===== config.mk =====
export PLATFORM = sky130hd
export DESIGN_NAME = dps_switch_ctrl
export DESIGN_NICKNAME = d
export VERILOG_FILES = /design/src/pkg/dps_pkg.sv /design/src/rtl/dps_filter.sv /design/src/rtl/dps_switch_ctrl.sv
export SDC_FILE = /design/constraint.sdc
export NUM_CORES = 1
export LEC_CHECK = 0
export ABC_AREA = 1
export BUFFER_PORTS_ARGS = -buffer_cell sky130_fd_sc_hd__buf_2
export CAP_MARGIN = 10
export CORE_MARGIN = 1
export CORE_UTILIZATION = 50
export DETAILED_ROUTE_END_ITERATION = 10
export PLACE_DENSITY = 0.66
export SLEW_MARGIN = 30
export SYNTH_ARGS = -nofsm -noshare
export SYNTH_HDL_FRONTEND = slang
export SYNTH_SLANG_ARGS = --single-unit
export TNS_END_PERCENT = 30

===== constraint.sdc =====
create_clock -name clk_sys -period 2 [get_ports clk_sys]
set_clock_uncertainty 0.1 [all_clocks]
set_input_delay 0.3 -clock clk_sys [delete_from_list [all_inputs] [get_ports clk_sys]]
set_output_delay 0.3 -clock clk_sys [all_outputs]
set_load 0.1 [all_outputs]

===== src/pkg/dps_pkg.sv =====
package dps_pkg;
    // clock: 200 MHz
    localparam int unsigned CLK_PERIOD_PS = 5000;

    // filter times in ns (18 us, 20 us, 20 us, 38 us, 3.5 us)
    localparam int unsigned UV_FILT_NS    = 18000;
    localparam int unsigned CB_FILT_NS    = 20000;
    localparam int unsigned PG_FILT_NS    = 20000;
    localparam int unsigned VCC_FILT_NS   = 38000;
    localparam int unsigned AUX_CLR_NS    = 3500;

    // least times round up to whole cycles, never below one
    function automatic int unsigned dps_cycles(input int unsigned t_ns);
        int unsigned c;
        c = (t_ns * 1000 + CLK_PERIOD_PS - 1) / CLK_PERIOD_PS;
        return (c < 1) ? 1 : c;
    endfunction

    localparam int unsigned UV_FILT_CYC  = dps_cycles(UV_FILT_NS);
    localparam int unsigned CB_FILT_CYC  = dps_cycles(CB_FILT_NS);
    localparam int unsigned PG_FILT_CYC  = dps_cycles(PG_FILT_NS);
    localparam int unsigned VCC_FILT_CYC = dps_cycles(VCC_FILT_NS);
    localparam int unsigned AUX_CLR_CYC  = dps_cycles(AUX_CLR_NS);

    // analog levels kept for reference only; neither the logic nor the bench uses them
    localparam int unsigned ACL_TO_CB_MAIN  = 2;   // main current limit = 2x breaker
    localparam int unsigned ACL_TO_CB_AUX   = 3;   // aux current limit ~3x breaker
    localparam int unsigned AUX_CB_MA       = 550; // aux breaker level, mA

    localparam int unsigned NSLOT = 2;
    localparam int unsigned SYNC_W = 1 + 15 * NSLOT;

    // switch group state
    typedef enum logic [1:0] {
        GS_OFF,
        GS_ON,
        GS_TRIPPED
    } dps_grp_st_t;
endpackage


===== src/rtl/dps_filter.sv =====
`timescale 1ns/1ps
// qualifies a level: held rises once level has been high for CYCLES edges,
// and drops in the cycle after level falls
module dps_filter #(
    parameter int unsigned CYCLES  = 4,
    parameter bit          RST_VAL = 1'b0
) (
    input  wire logic clk_sys,  // system clock
    input  wire logic nrst,     // async reset, active low
    input  wire logic level,    // condition to qualify
    output logic      held      // condition held long enough
);
    localparam int unsigned W = $clog2(CYCLES + 1);
    localparam logic [W-1:0] LAST = W'(CYCLES - 1);

    logic [W-1:0] cnt_r;

    // counter restarts whenever the condition lapses
    always_ff @(posedge clk_sys or negedge nrst) begin
        if (!nrst) begin
            cnt_r <= '0;
        end else if (!level) begin
            cnt_r <= '0;
        end else if (cnt_r != LAST) begin
            cnt_r <= cnt_r + 1'b1;
        end
    end

    // output flop; reset value chosen per use (lockout starts asserted)
    always_ff @(posedge clk_sys or negedge nrst) begin
        if (!nrst) begin
            held <= RST_VAL;
        end else begin
            held <= level && (held || cnt_r == LAST);
        end
    end
endmodule


===== src/rtl/dps_switch_ctrl.sv =====
`timescale 1ns/1ps
module dps_switch_ctrl
    import dps_pkg::*;
#(
    parameter int unsigned VCC_FILT_CYCLES = VCC_FILT_CYC  // shorten in simulation
) (
    input  wire logic             clk_sys,            // 200 MHz system clock
    input  wire logic             nrst,               // async reset, active low
    input  wire logic             vcc_uv,             // device supply below lockout
    input  wire logic [NSLOT-1:0] in12_uv,            // 12 V input below lockout
    input  wire logic [NSLOT-1:0] in3_uv,             // 3.3 V input below lockout
    input  wire logic [NSLOT-1:0] aux_in_uv,          // aux input below lockout
    input  wire logic [NSLOT-1:0] present_n,          // slot presence, low = card in
    input  wire logic [NSLOT-1:0] main_on_cmd,        // main group on-command
    input  wire logic [NSLOT-1:0] aux_on_cmd,         // aux group on-command
    input  wire logic [NSLOT-1:0] force_on_diag,      // diagnostic force-on
    input  wire logic [NSLOT-1:0] cb12_oc,            // 12 V breaker_comparator trip level
    input  wire logic [NSLOT-1:0] cb3_oc,             // 3.3 V breaker_comparator
    input  wire logic [NSLOT-1:0] cbaux_oc,           // aux breaker_comparator
    input  wire logic [NSLOT-1:0] out12_pg_ok,        // 12 V output above good level
    input  wire logic [NSLOT-1:0] out3_pg_ok,         // 3.3 V output above good level
    input  wire logic [NSLOT-1:0] aux_out_pg_ok,      // aux output above good level
    input  wire logic [NSLOT-1:0] over_temp,          // aux switch over temperature
    input  wire logic [NSLOT-1:0] temp_recovered,     // aux switch cooled down
    output logic      [NSLOT-1:0] main_switch_en,     // main switch pair on
    output logic      [NSLOT-1:0] aux_switch_en,      // aux switch on
    output logic      [NSLOT-1:0] main_discharge_en,  // main output discharge on
    output logic      [NSLOT-1:0] aux_discharge_en,   // aux output discharge on
    output logic      [NSLOT-1:0] main_fault_n,       // main fault, active low
    output logic      [NSLOT-1:0] aux_fault_n,        // aux fault, active low
    output logic      [NSLOT-1:0] main_power_good_n,  // main power good, active low
    output logic      [NSLOT-1:0] aux_power_good_n    // aux power good, active low
);
    // all comparator and pin inputs come from outside the clock domain
    logic [SYNC_W-1:0] in_raw;
    logic [SYNC_W-1:0] sync1_r;
    logic [SYNC_W-1:0] sync_r;

    logic             vcc_uv_s;
    logic [NSLOT-1:0] in12_uv_s, in3_uv_s, aux_uv_s, present_n_s;
    logic [NSLOT-1:0] main_cmd_s, aux_cmd_s, force_s;
    logic [NSLOT-1:0] cb12_s, cb3_s, cbaux_s;
    logic [NSLOT-1:0] pg12_s, pg3_s, pgaux_s, hot_s, cool_s;

    logic vcc_lock;  // filtered device lockout, shared by both slots

    assign in_raw = {vcc_uv, in12_uv, in3_uv, aux_in_uv, present_n, main_on_cmd,
                     aux_on_cmd, force_on_diag, cb12_oc, cb3_oc, cbaux_oc,
                     out12_pg_ok, out3_pg_ok, aux_out_pg_ok, over_temp, temp_recovered};

    // two-flop synchroniser on every input
    // the supply bit resets high so lockout cannot lapse before a real sample arrives
    always_ff @(posedge clk_sys or negedge nrst) begin
        if (!nrst) begin
            sync1_r <= {1'b1, {(SYNC_W-1){1'b0}}};
            sync_r  <= {1'b1, {(SYNC_W-1){1'b0}}};
        end else begin
            sync1_r <= in_raw;
            sync_r  <= sync1_r;
        end
    end

    assign {vcc_uv_s, in12_uv_s, in3_uv_s, aux_uv_s, present_n_s, main_cmd_s,
            aux_cmd_s, force_s, cb12_s, cb3_s, cbaux_s,
            pg12_s, pg3_s, pgaux_s, hot_s, cool_s} = sync_r;

    // lockout starts asserted so nothing switches before the first clean sample
    dps_filter #(
        .CYCLES  (VCC_FILT_CYCLES),
        .RST_VAL (1'b1)
    ) u_vcc_filt (
        .clk_sys (clk_sys),
        .nrst    (nrst),
        .level   (vcc_uv_s),
        .held    (vcc_lock)
    );

    for (genvar s = 0; s < NSLOT; s++) begin : g_slot
        // one independent controller per slot
        dps_grp_st_t main_st_r, aux_st_r;
        logic aux_heat_r;
        logic main_fault_r, aux_fault_r;
        logic main_pg_r, aux_pg_r;
        logic main_uv_f, aux_uv_f;
        logic trip12, trip3, tripaux;
        logic main_pg_bad, aux_pg_bad, aux_clr;
        logic main_in_ok, aux_in_ok, slot_in, force_act;
        logic main_trip, aux_trip, main_start, aux_start;
        logic main_stop, aux_stop, main_sw, aux_sw;

        // start needs device supply and group inputs out of lockout
        assign main_in_ok = !vcc_lock && !in12_uv_s[s] && !in3_uv_s[s];
        assign aux_in_ok  = !vcc_lock && !aux_uv_s[s];
        assign slot_in    = !present_n_s[s];
        assign force_act  = force_s[s] && slot_in;

        // either main input low long enough shuts both mains only
        dps_filter #(.CYCLES(UV_FILT_CYC), .RST_VAL(1'b0)) u_main_uv (
            .clk_sys (clk_sys),
            .nrst    (nrst),
            .level   (in12_uv_s[s] || in3_uv_s[s]),
            .held    (main_uv_f)
        );
        dps_filter #(.CYCLES(UV_FILT_CYC), .RST_VAL(1'b0)) u_aux_uv (
            .clk_sys (clk_sys),
            .nrst    (nrst),
            .level   (aux_uv_s[s]),
            .held    (aux_uv_f)
        );

        // breakers armed only while the group is on and its input is clear
        // a short at start-up sits at the analog limit until this expires
        dps_filter #(.CYCLES(CB_FILT_CYC), .RST_VAL(1'b0)) u_cb12 (
            .clk_sys (clk_sys),
            .nrst    (nrst),
            .level   (cb12_s[s] && !in12_uv_s[s] && main_st_r == GS_ON),
            .held    (trip12)
        );
        dps_filter #(.CYCLES(CB_FILT_CYC), .RST_VAL(1'b0)) u_cb3 (
            .clk_sys (clk_sys),
            .nrst    (nrst),
            .level   (cb3_s[s] && !in3_uv_s[s] && main_st_r == GS_ON),
            .held    (trip3)
        );
        // aux comparator level (550 mA, limit ~3x) is set in the analog front end
        dps_filter #(.CYCLES(CB_FILT_CYC), .RST_VAL(1'b0)) u_cbaux (
            .clk_sys (clk_sys),
            .nrst    (nrst),
            .level   (cbaux_s[s] && !aux_uv_s[s] && aux_st_r == GS_ON),
            .held    (tripaux)
        );

        // output below good level for the filter time
        dps_filter #(.CYCLES(PG_FILT_CYC), .RST_VAL(1'b0)) u_main_pg (
            .clk_sys (clk_sys),
            .nrst    (nrst),
            .level   (!(pg12_s[s] && pg3_s[s])),
            .held    (main_pg_bad)
        );
        dps_filter #(.CYCLES(PG_FILT_CYC), .RST_VAL(1'b0)) u_aux_pg (
            .clk_sys (clk_sys),
            .nrst    (nrst),
            .level   (!pgaux_s[s]),
            .held    (aux_pg_bad)
        );

        // aux fault clear needs the command held low long enough
        dps_filter #(.CYCLES(AUX_CLR_CYC), .RST_VAL(1'b0)) u_aux_clr (
            .clk_sys (clk_sys),
            .nrst    (nrst),
            .level   (!aux_cmd_s[s]),
            .held    (aux_clr)
        );

        // force-on masks breaker trips; faults then show but do not latch
        assign main_trip = (trip12 || trip3) && !force_s[s];
        assign aux_trip  = tripaux && !force_s[s];

        // level check covers both "already high" and the later rising edge
        assign main_start = main_in_ok && slot_in && main_cmd_s[s] && !main_fault_r;
        assign aux_start  = aux_in_ok && slot_in && aux_cmd_s[s] && !aux_fault_r &&
                            !hot_s[s] && cool_s[s] && !aux_heat_r;

        // independent stop conditions per group
        assign main_stop = !main_cmd_s[s] || !slot_in || main_uv_f || vcc_lock;
        assign aux_stop  = !aux_cmd_s[s] || !slot_in || aux_uv_f || vcc_lock ||
                           hot_s[s];

        // main group sequencing
        always_ff @(posedge clk_sys or negedge nrst) begin
            if (!nrst) begin
                main_st_r <= GS_OFF;
            end else begin
                case (main_st_r)
                    GS_OFF: begin
                        if (main_start) begin
                            main_st_r <= GS_ON;
                        end
                    end
                    GS_ON: begin
                        if (main_trip) begin
                            main_st_r <= GS_TRIPPED;
                        end else if (main_stop) begin
                            main_st_r <= GS_OFF;
                        end
                    end
                    GS_TRIPPED: begin
                        if (!main_fault_r) begin
                            main_st_r <= GS_OFF;
                        end
                    end
                    default: main_st_r <= GS_OFF;
                endcase
            end
        end

        // aux group sequencing; overheat lands in tripped like a breaker trip
        always_ff @(posedge clk_sys or negedge nrst) begin
            if (!nrst) begin
                aux_st_r <= GS_OFF;
            end else begin
                case (aux_st_r)
                    GS_OFF: begin
                        if (aux_start) begin
                            aux_st_r <= GS_ON;
                        end
                    end
                    GS_ON: begin
                        if (aux_trip || hot_s[s]) begin
                            aux_st_r <= GS_TRIPPED;
                        end else if (aux_stop) begin
                            aux_st_r <= GS_OFF;
                        end
                    end
                    GS_TRIPPED: begin
                        if (!aux_fault_r) begin
                            aux_st_r <= GS_OFF;
                        end
                    end
                    default: aux_st_r <= GS_OFF;
                endcase
            end
        end

        // fault latches: set wins over clear; main frozen in force-on, aux still set by overheat in force-on
        always_ff @(posedge clk_sys or negedge nrst) begin
            if (!nrst) begin
                main_fault_r <= 1'b0;
            end else if (force_s[s]) begin
                main_fault_r <= main_fault_r;
            end else if (main_trip && main_st_r == GS_ON) begin
                main_fault_r <= 1'b1;
            end else if (!main_cmd_s[s] || in12_uv_s[s] || in3_uv_s[s] || vcc_lock) begin
                main_fault_r <= 1'b0;
            end
        end

        always_ff @(posedge clk_sys or negedge nrst) begin
            if (!nrst) begin
                aux_fault_r <= 1'b0;
            end else if (aux_st_r == GS_ON && (hot_s[s] || (aux_trip && !force_s[s]))) begin
                aux_fault_r <= 1'b1;
            end else if (force_s[s]) begin
                aux_fault_r <= aux_fault_r;
            end else if (aux_clr || aux_uv_s[s] || vcc_lock) begin
                aux_fault_r <= 1'b0;
            end
        end

        // after overheat, restart waits for a low command seen once cooled, so a
        // recovery while the command stays high cannot restart aux by itself
        always_ff @(posedge clk_sys or negedge nrst) begin
            if (!nrst) begin
                aux_heat_r <= 1'b0;
            end else if (hot_s[s]) begin
                aux_heat_r <= 1'b1;
            end else if (!aux_cmd_s[s] && cool_s[s]) begin
                aux_heat_r <= 1'b0;
            end
        end

        // force-on overrides everything but lockout and an empty slot; heat still stops aux
        assign main_sw = !vcc_lock && (force_act || main_st_r == GS_ON);
        assign aux_sw  = !vcc_lock && !hot_s[s] && (force_act || aux_st_r == GS_ON);

        // good flags latch on first good sample, drop on filtered loss
        always_ff @(posedge clk_sys or negedge nrst) begin
            if (!nrst) begin
                main_pg_r <= 1'b0;
                aux_pg_r  <= 1'b0;
            end else begin
                main_pg_r <= main_sw && !main_pg_bad && (main_pg_r || (pg12_s[s] && pg3_s[s]));
                aux_pg_r  <= aux_sw && !aux_pg_bad && (aux_pg_r || pgaux_s[s]);
            end
        end

        // registered pin drive; discharge is the complement of the switch
        always_ff @(posedge clk_sys or negedge nrst) begin
            if (!nrst) begin
                main_switch_en[s]    <= 1'b0;
                aux_switch_en[s]     <= 1'b0;
                main_discharge_en[s] <= 1'b1;
                aux_discharge_en[s]  <= 1'b1;
            end else begin
                main_switch_en[s]    <= main_sw;
                aux_switch_en[s]     <= aux_sw;
                main_discharge_en[s] <= !main_sw;
                aux_discharge_en[s]  <= !aux_sw;
            end
        end

        // flags; under force-on a live overcurrent shows without latching
        always_ff @(posedge clk_sys or negedge nrst) begin
            if (!nrst) begin
                main_fault_n[s]      <= 1'b1;
                aux_fault_n[s]       <= 1'b1;
                main_power_good_n[s] <= 1'b1;
                aux_power_good_n[s]  <= 1'b1;
            end else begin
                main_fault_n[s] <= !(main_fault_r ||
                                     (force_s[s] && (cb12_s[s] || cb3_s[s])));
                aux_fault_n[s]  <= !(aux_fault_r || (force_s[s] && cbaux_s[s]));
                // power-good needs every listed condition at once
                main_power_good_n[s] <= !(main_pg_r && slot_in && main_in_ok &&
                                          main_cmd_s[s]);
                aux_power_good_n[s]  <= !(aux_pg_r && slot_in && aux_in_ok &&
                                          aux_cmd_s[s] && !hot_s[s]);
            end
        end
    end
    // host-side insertion debounce is outside this block
endmodule


==> impl_metrics.ini <==
[setup_path]
cp_data_arrival_time_ns = 1.48
endpoint_kind = output pin
cp_data_required_time_ns = 1.60
path_buf_inv = 1
critPathMaxStageDelay_ns = 0.55
cp_max_fo = 1
critPathLaunchType = flip-flop
path_class = reg -> out
slowest_stage = dfstp_2
crit_family = flip-flops
crit_path_cell_trace = buf_2

[placed_design]
dp_hpwl_mm = 20.85
pre_cts_slack_ns = 0.3894
place_congestion = 0.8673
io_buffers = 48

[sta]
rsz0062_at_grt = false
fmax_ghz = 0.5312
whs_ns = 0.2151
maxSlewViolCount = 0
min_period_ns = 1.883
setup_tns_ns = 0
fin_ws_ns = 0.1174
finalCritPeriodShare = 0.9413
relSlewSlack = 0.6393
setup_violations = 0
tightest_slew_ns = 0.5393
timing_hold_violations_final = 0

[power_and_ir_drop]
p_per_area_nw_per_um2 = 835.0
leakage_nw = 8.055
vdd_drop_max_mv = 0.8264
p_total_mw = 14.47

[yosys]
syn_inst = 1853
yosys_warnings = 0
syn_area_per_cell_sq_um = 8.083
yosysTopAreaCell = dfrtp_1
syn-num-nets = 1903
synth_seq_cells = 314
synth_cell_types = 37
ys_seq_area_frac = 0.5259
synthTopCellsByArea = dfrtp_1, nand2_1, nor2_1
syn_area_sq_um = 14980
synth_edf_count = 0
synth_ff_type = dfrtp_1
synthArstFlopShare = 1.000
synth_top_area_frac = 0.4995

[clocking]
cts_root_buf = clkbuf_16
post_cts.repair.setup_buffers = 0
clockBufferDepth = 3
cts_hold_buffers = 32
clock-sinks = 314
cts_max_level = 2
worst_skew_pair.late_latency_ns = 0.52
cts_tree = built
post_cts_resized = 0
path_clk_slew_ns = 0.06
cts_buffers = 36

[detailed_routing]
drtAntennaViolNets = 0
viasPerCell = 5.042
drtPass1Iterations = 5
wl_per_cell_um = 12.42
drt_iter0_markers = 632
via_count = 12040
wl_mm = 29.64
drc_errors = 0

[final_layout]
num-nets-final = 2019
diodes = 0
drive_gt1_frac = 0.1092
areaGrowthSynthToFinish_pct = 15.70
final_util = 0.5863

[floorplanning]
die_area_sq_um = 30650
chipHeight_um = 175.1
start_util = 0.5067
rows = 63
top_level_ports = 49
core_area_sq_um = 29560
die_w_um = 175.1

[grt]
grt.overflow.total = 0
antenna_found_initial = 0
grt_pass1_vias = 11630
grt_max_degree = 53
grt_usage = 0.2022
grt_pass1_wl_mm = 52.37

[worst_hold_path]
hold_class = in -> async

[run]
maxCapViolations = 0

[outcome]
status = finished clean
[worst register-to-register path, delay by kind of cell, from the launching register on]
family	cells	cell delay [ns]
AO/OA/AOI/OAI	1	0.17
buffers and inverters	2	0.44
flip-flops	1	0.55
AND/OR/NAND/NOR	1	0.23
[per-layer routing]
| metal | GRT usage | share of wire | vias up |
|---|---|---|---|
| met5 | 0 | 0 | - |
| met4 | 0.05072 | 0.017 | 0 |
| met3 | 0.03024 | 0.035 | 36 |
| met2 | 0.3409 | 0.47 | 164 |
| met1 | 0.2733 | 0.48 | 5656 |
| li1 | - | - | 6179 |
[kinds of logic (layout without fill, tap and decap cells)]
logic type,count (synthesis),count (layout),synth area share
flops,314,314,0.5259
fa+ha+maj,17,17,0.01420
buf+inv,252,396,0.06633
mux,1,1,0.0006683
simple gates,1092,1092,0.3265
compound gates,163,163,0.05822
xor+xnor,14,14,0.008187
[worst paths after layout]
| path | cells after the start | slack (ns) | to | startpoint |
|---|---|---|---|---|
| hold reg to reg | 0 | 0.24 | sync_r[1] | sync1_r[1] |
| hold / removal | 2 | 0.22 | g_slot[1].u_main_uv.cnt_r[8] | nrst |
| setup / recovery | 1 | 0.12 | main_power_good_n[0] | main_power_good_n[0] |
| min in group clk_sys | 0 | 0.24 | sync_r[1] | sync1_r[1] |
| max in group asynchronous | 3 | 0.88 | aux_fault_n[1] | nrst |
| setup reg to reg | 4 | 0.39 | aux_switch_en[1] | u_vcc_filt.held |
[state kept, by name, summed over array words and instances, names as in the netlist, 4 cells and up]
| name | cells |
|---|---|
| g_slot.main_st_r | 4 |
| g_slot.u_cb3.cnt_r | 24 |
| sync1_r | 31 |
| g_slot.u_aux_pg.cnt_r | 24 |
| sync_r | 31 |
| g_slot.u_aux_clr.cnt_r | 20 |
| g_slot.u_aux_uv.cnt_r | 24 |
| g_slot.aux_st_r | 4 |
| g_slot.u_cbaux.cnt_r | 24 |
| u_vcc_filt.cnt_r | 13 |
| g_slot.u_main_pg.cnt_r | 24 |
| g_slot.u_main_uv.cnt_r | 24 |
| g_slot.u_cb12.cnt_r | 24 |
[cell type report]
| type | count | area (sq um) |
|---|---|---|
| multi-input combinational | 1287 | 6108 |
| fill | 2669 | 12230 |
| clock buffer | 46 | 989.7 |
| timing repair buffer | 93 | 730.7 |
| sequential | 314 | 7876 |
| tap | 390 | 488.0 |
| inverter | 237 | 889.6 |
| clock inverter | 20 | 247.7 |
[report_power, final]
part	total (mW)	switching (mW)	internal [mW]	leakage, nW
logic	0.885	0.570	0.316	3.31
registers	6.81	0.213	6.60	4.14
clock network	6.78	2.60	4.17	0.604
total	14.5	3.38	11.1	8.05
[cells in the mapped netlist, types with 5 or more instances]
master / n
nor2_4: 11
inv_1: 230
nor2_2: 19
dfstp_2: 15
o21ai_0: 61
xor2_1: 9
nor2_1: 290
ha_1: 17
a21oi_1: 70
nor3_1: 31
nand3_2: 8
or2_2: 24
o21bai_1: 12
nand4_1: 64
buf_4: 6
o21ai_1: 10
xnor2_1: 5
nand3_1: 176
dfrtp_1: 299
nand2_2: 7
nand2_1: 446
[placed cells by master, fill, tap and decap left out, types with 31 or more instances in the layout]
cell type,instances
nand2_1,446
dfrtp_1,299
nor2_1,290
inv_1,230
nand3_1,176
a21oi_1,70
nand4_1,64
o21ai_0,61
buf_2,47
clkbuf_16,37
dlygate4sd3_1,32
nor3_1,31
[per-stage QoR]
stage	cells	cell area, sq um
detailed placement	2289	15770
finish	2387	17330
global route	2387	17330
CTS	2387	17330
floorplan	1853	14980
global placement	2289	15770
No activity file was read; power rests on OpenSTA's default activity.
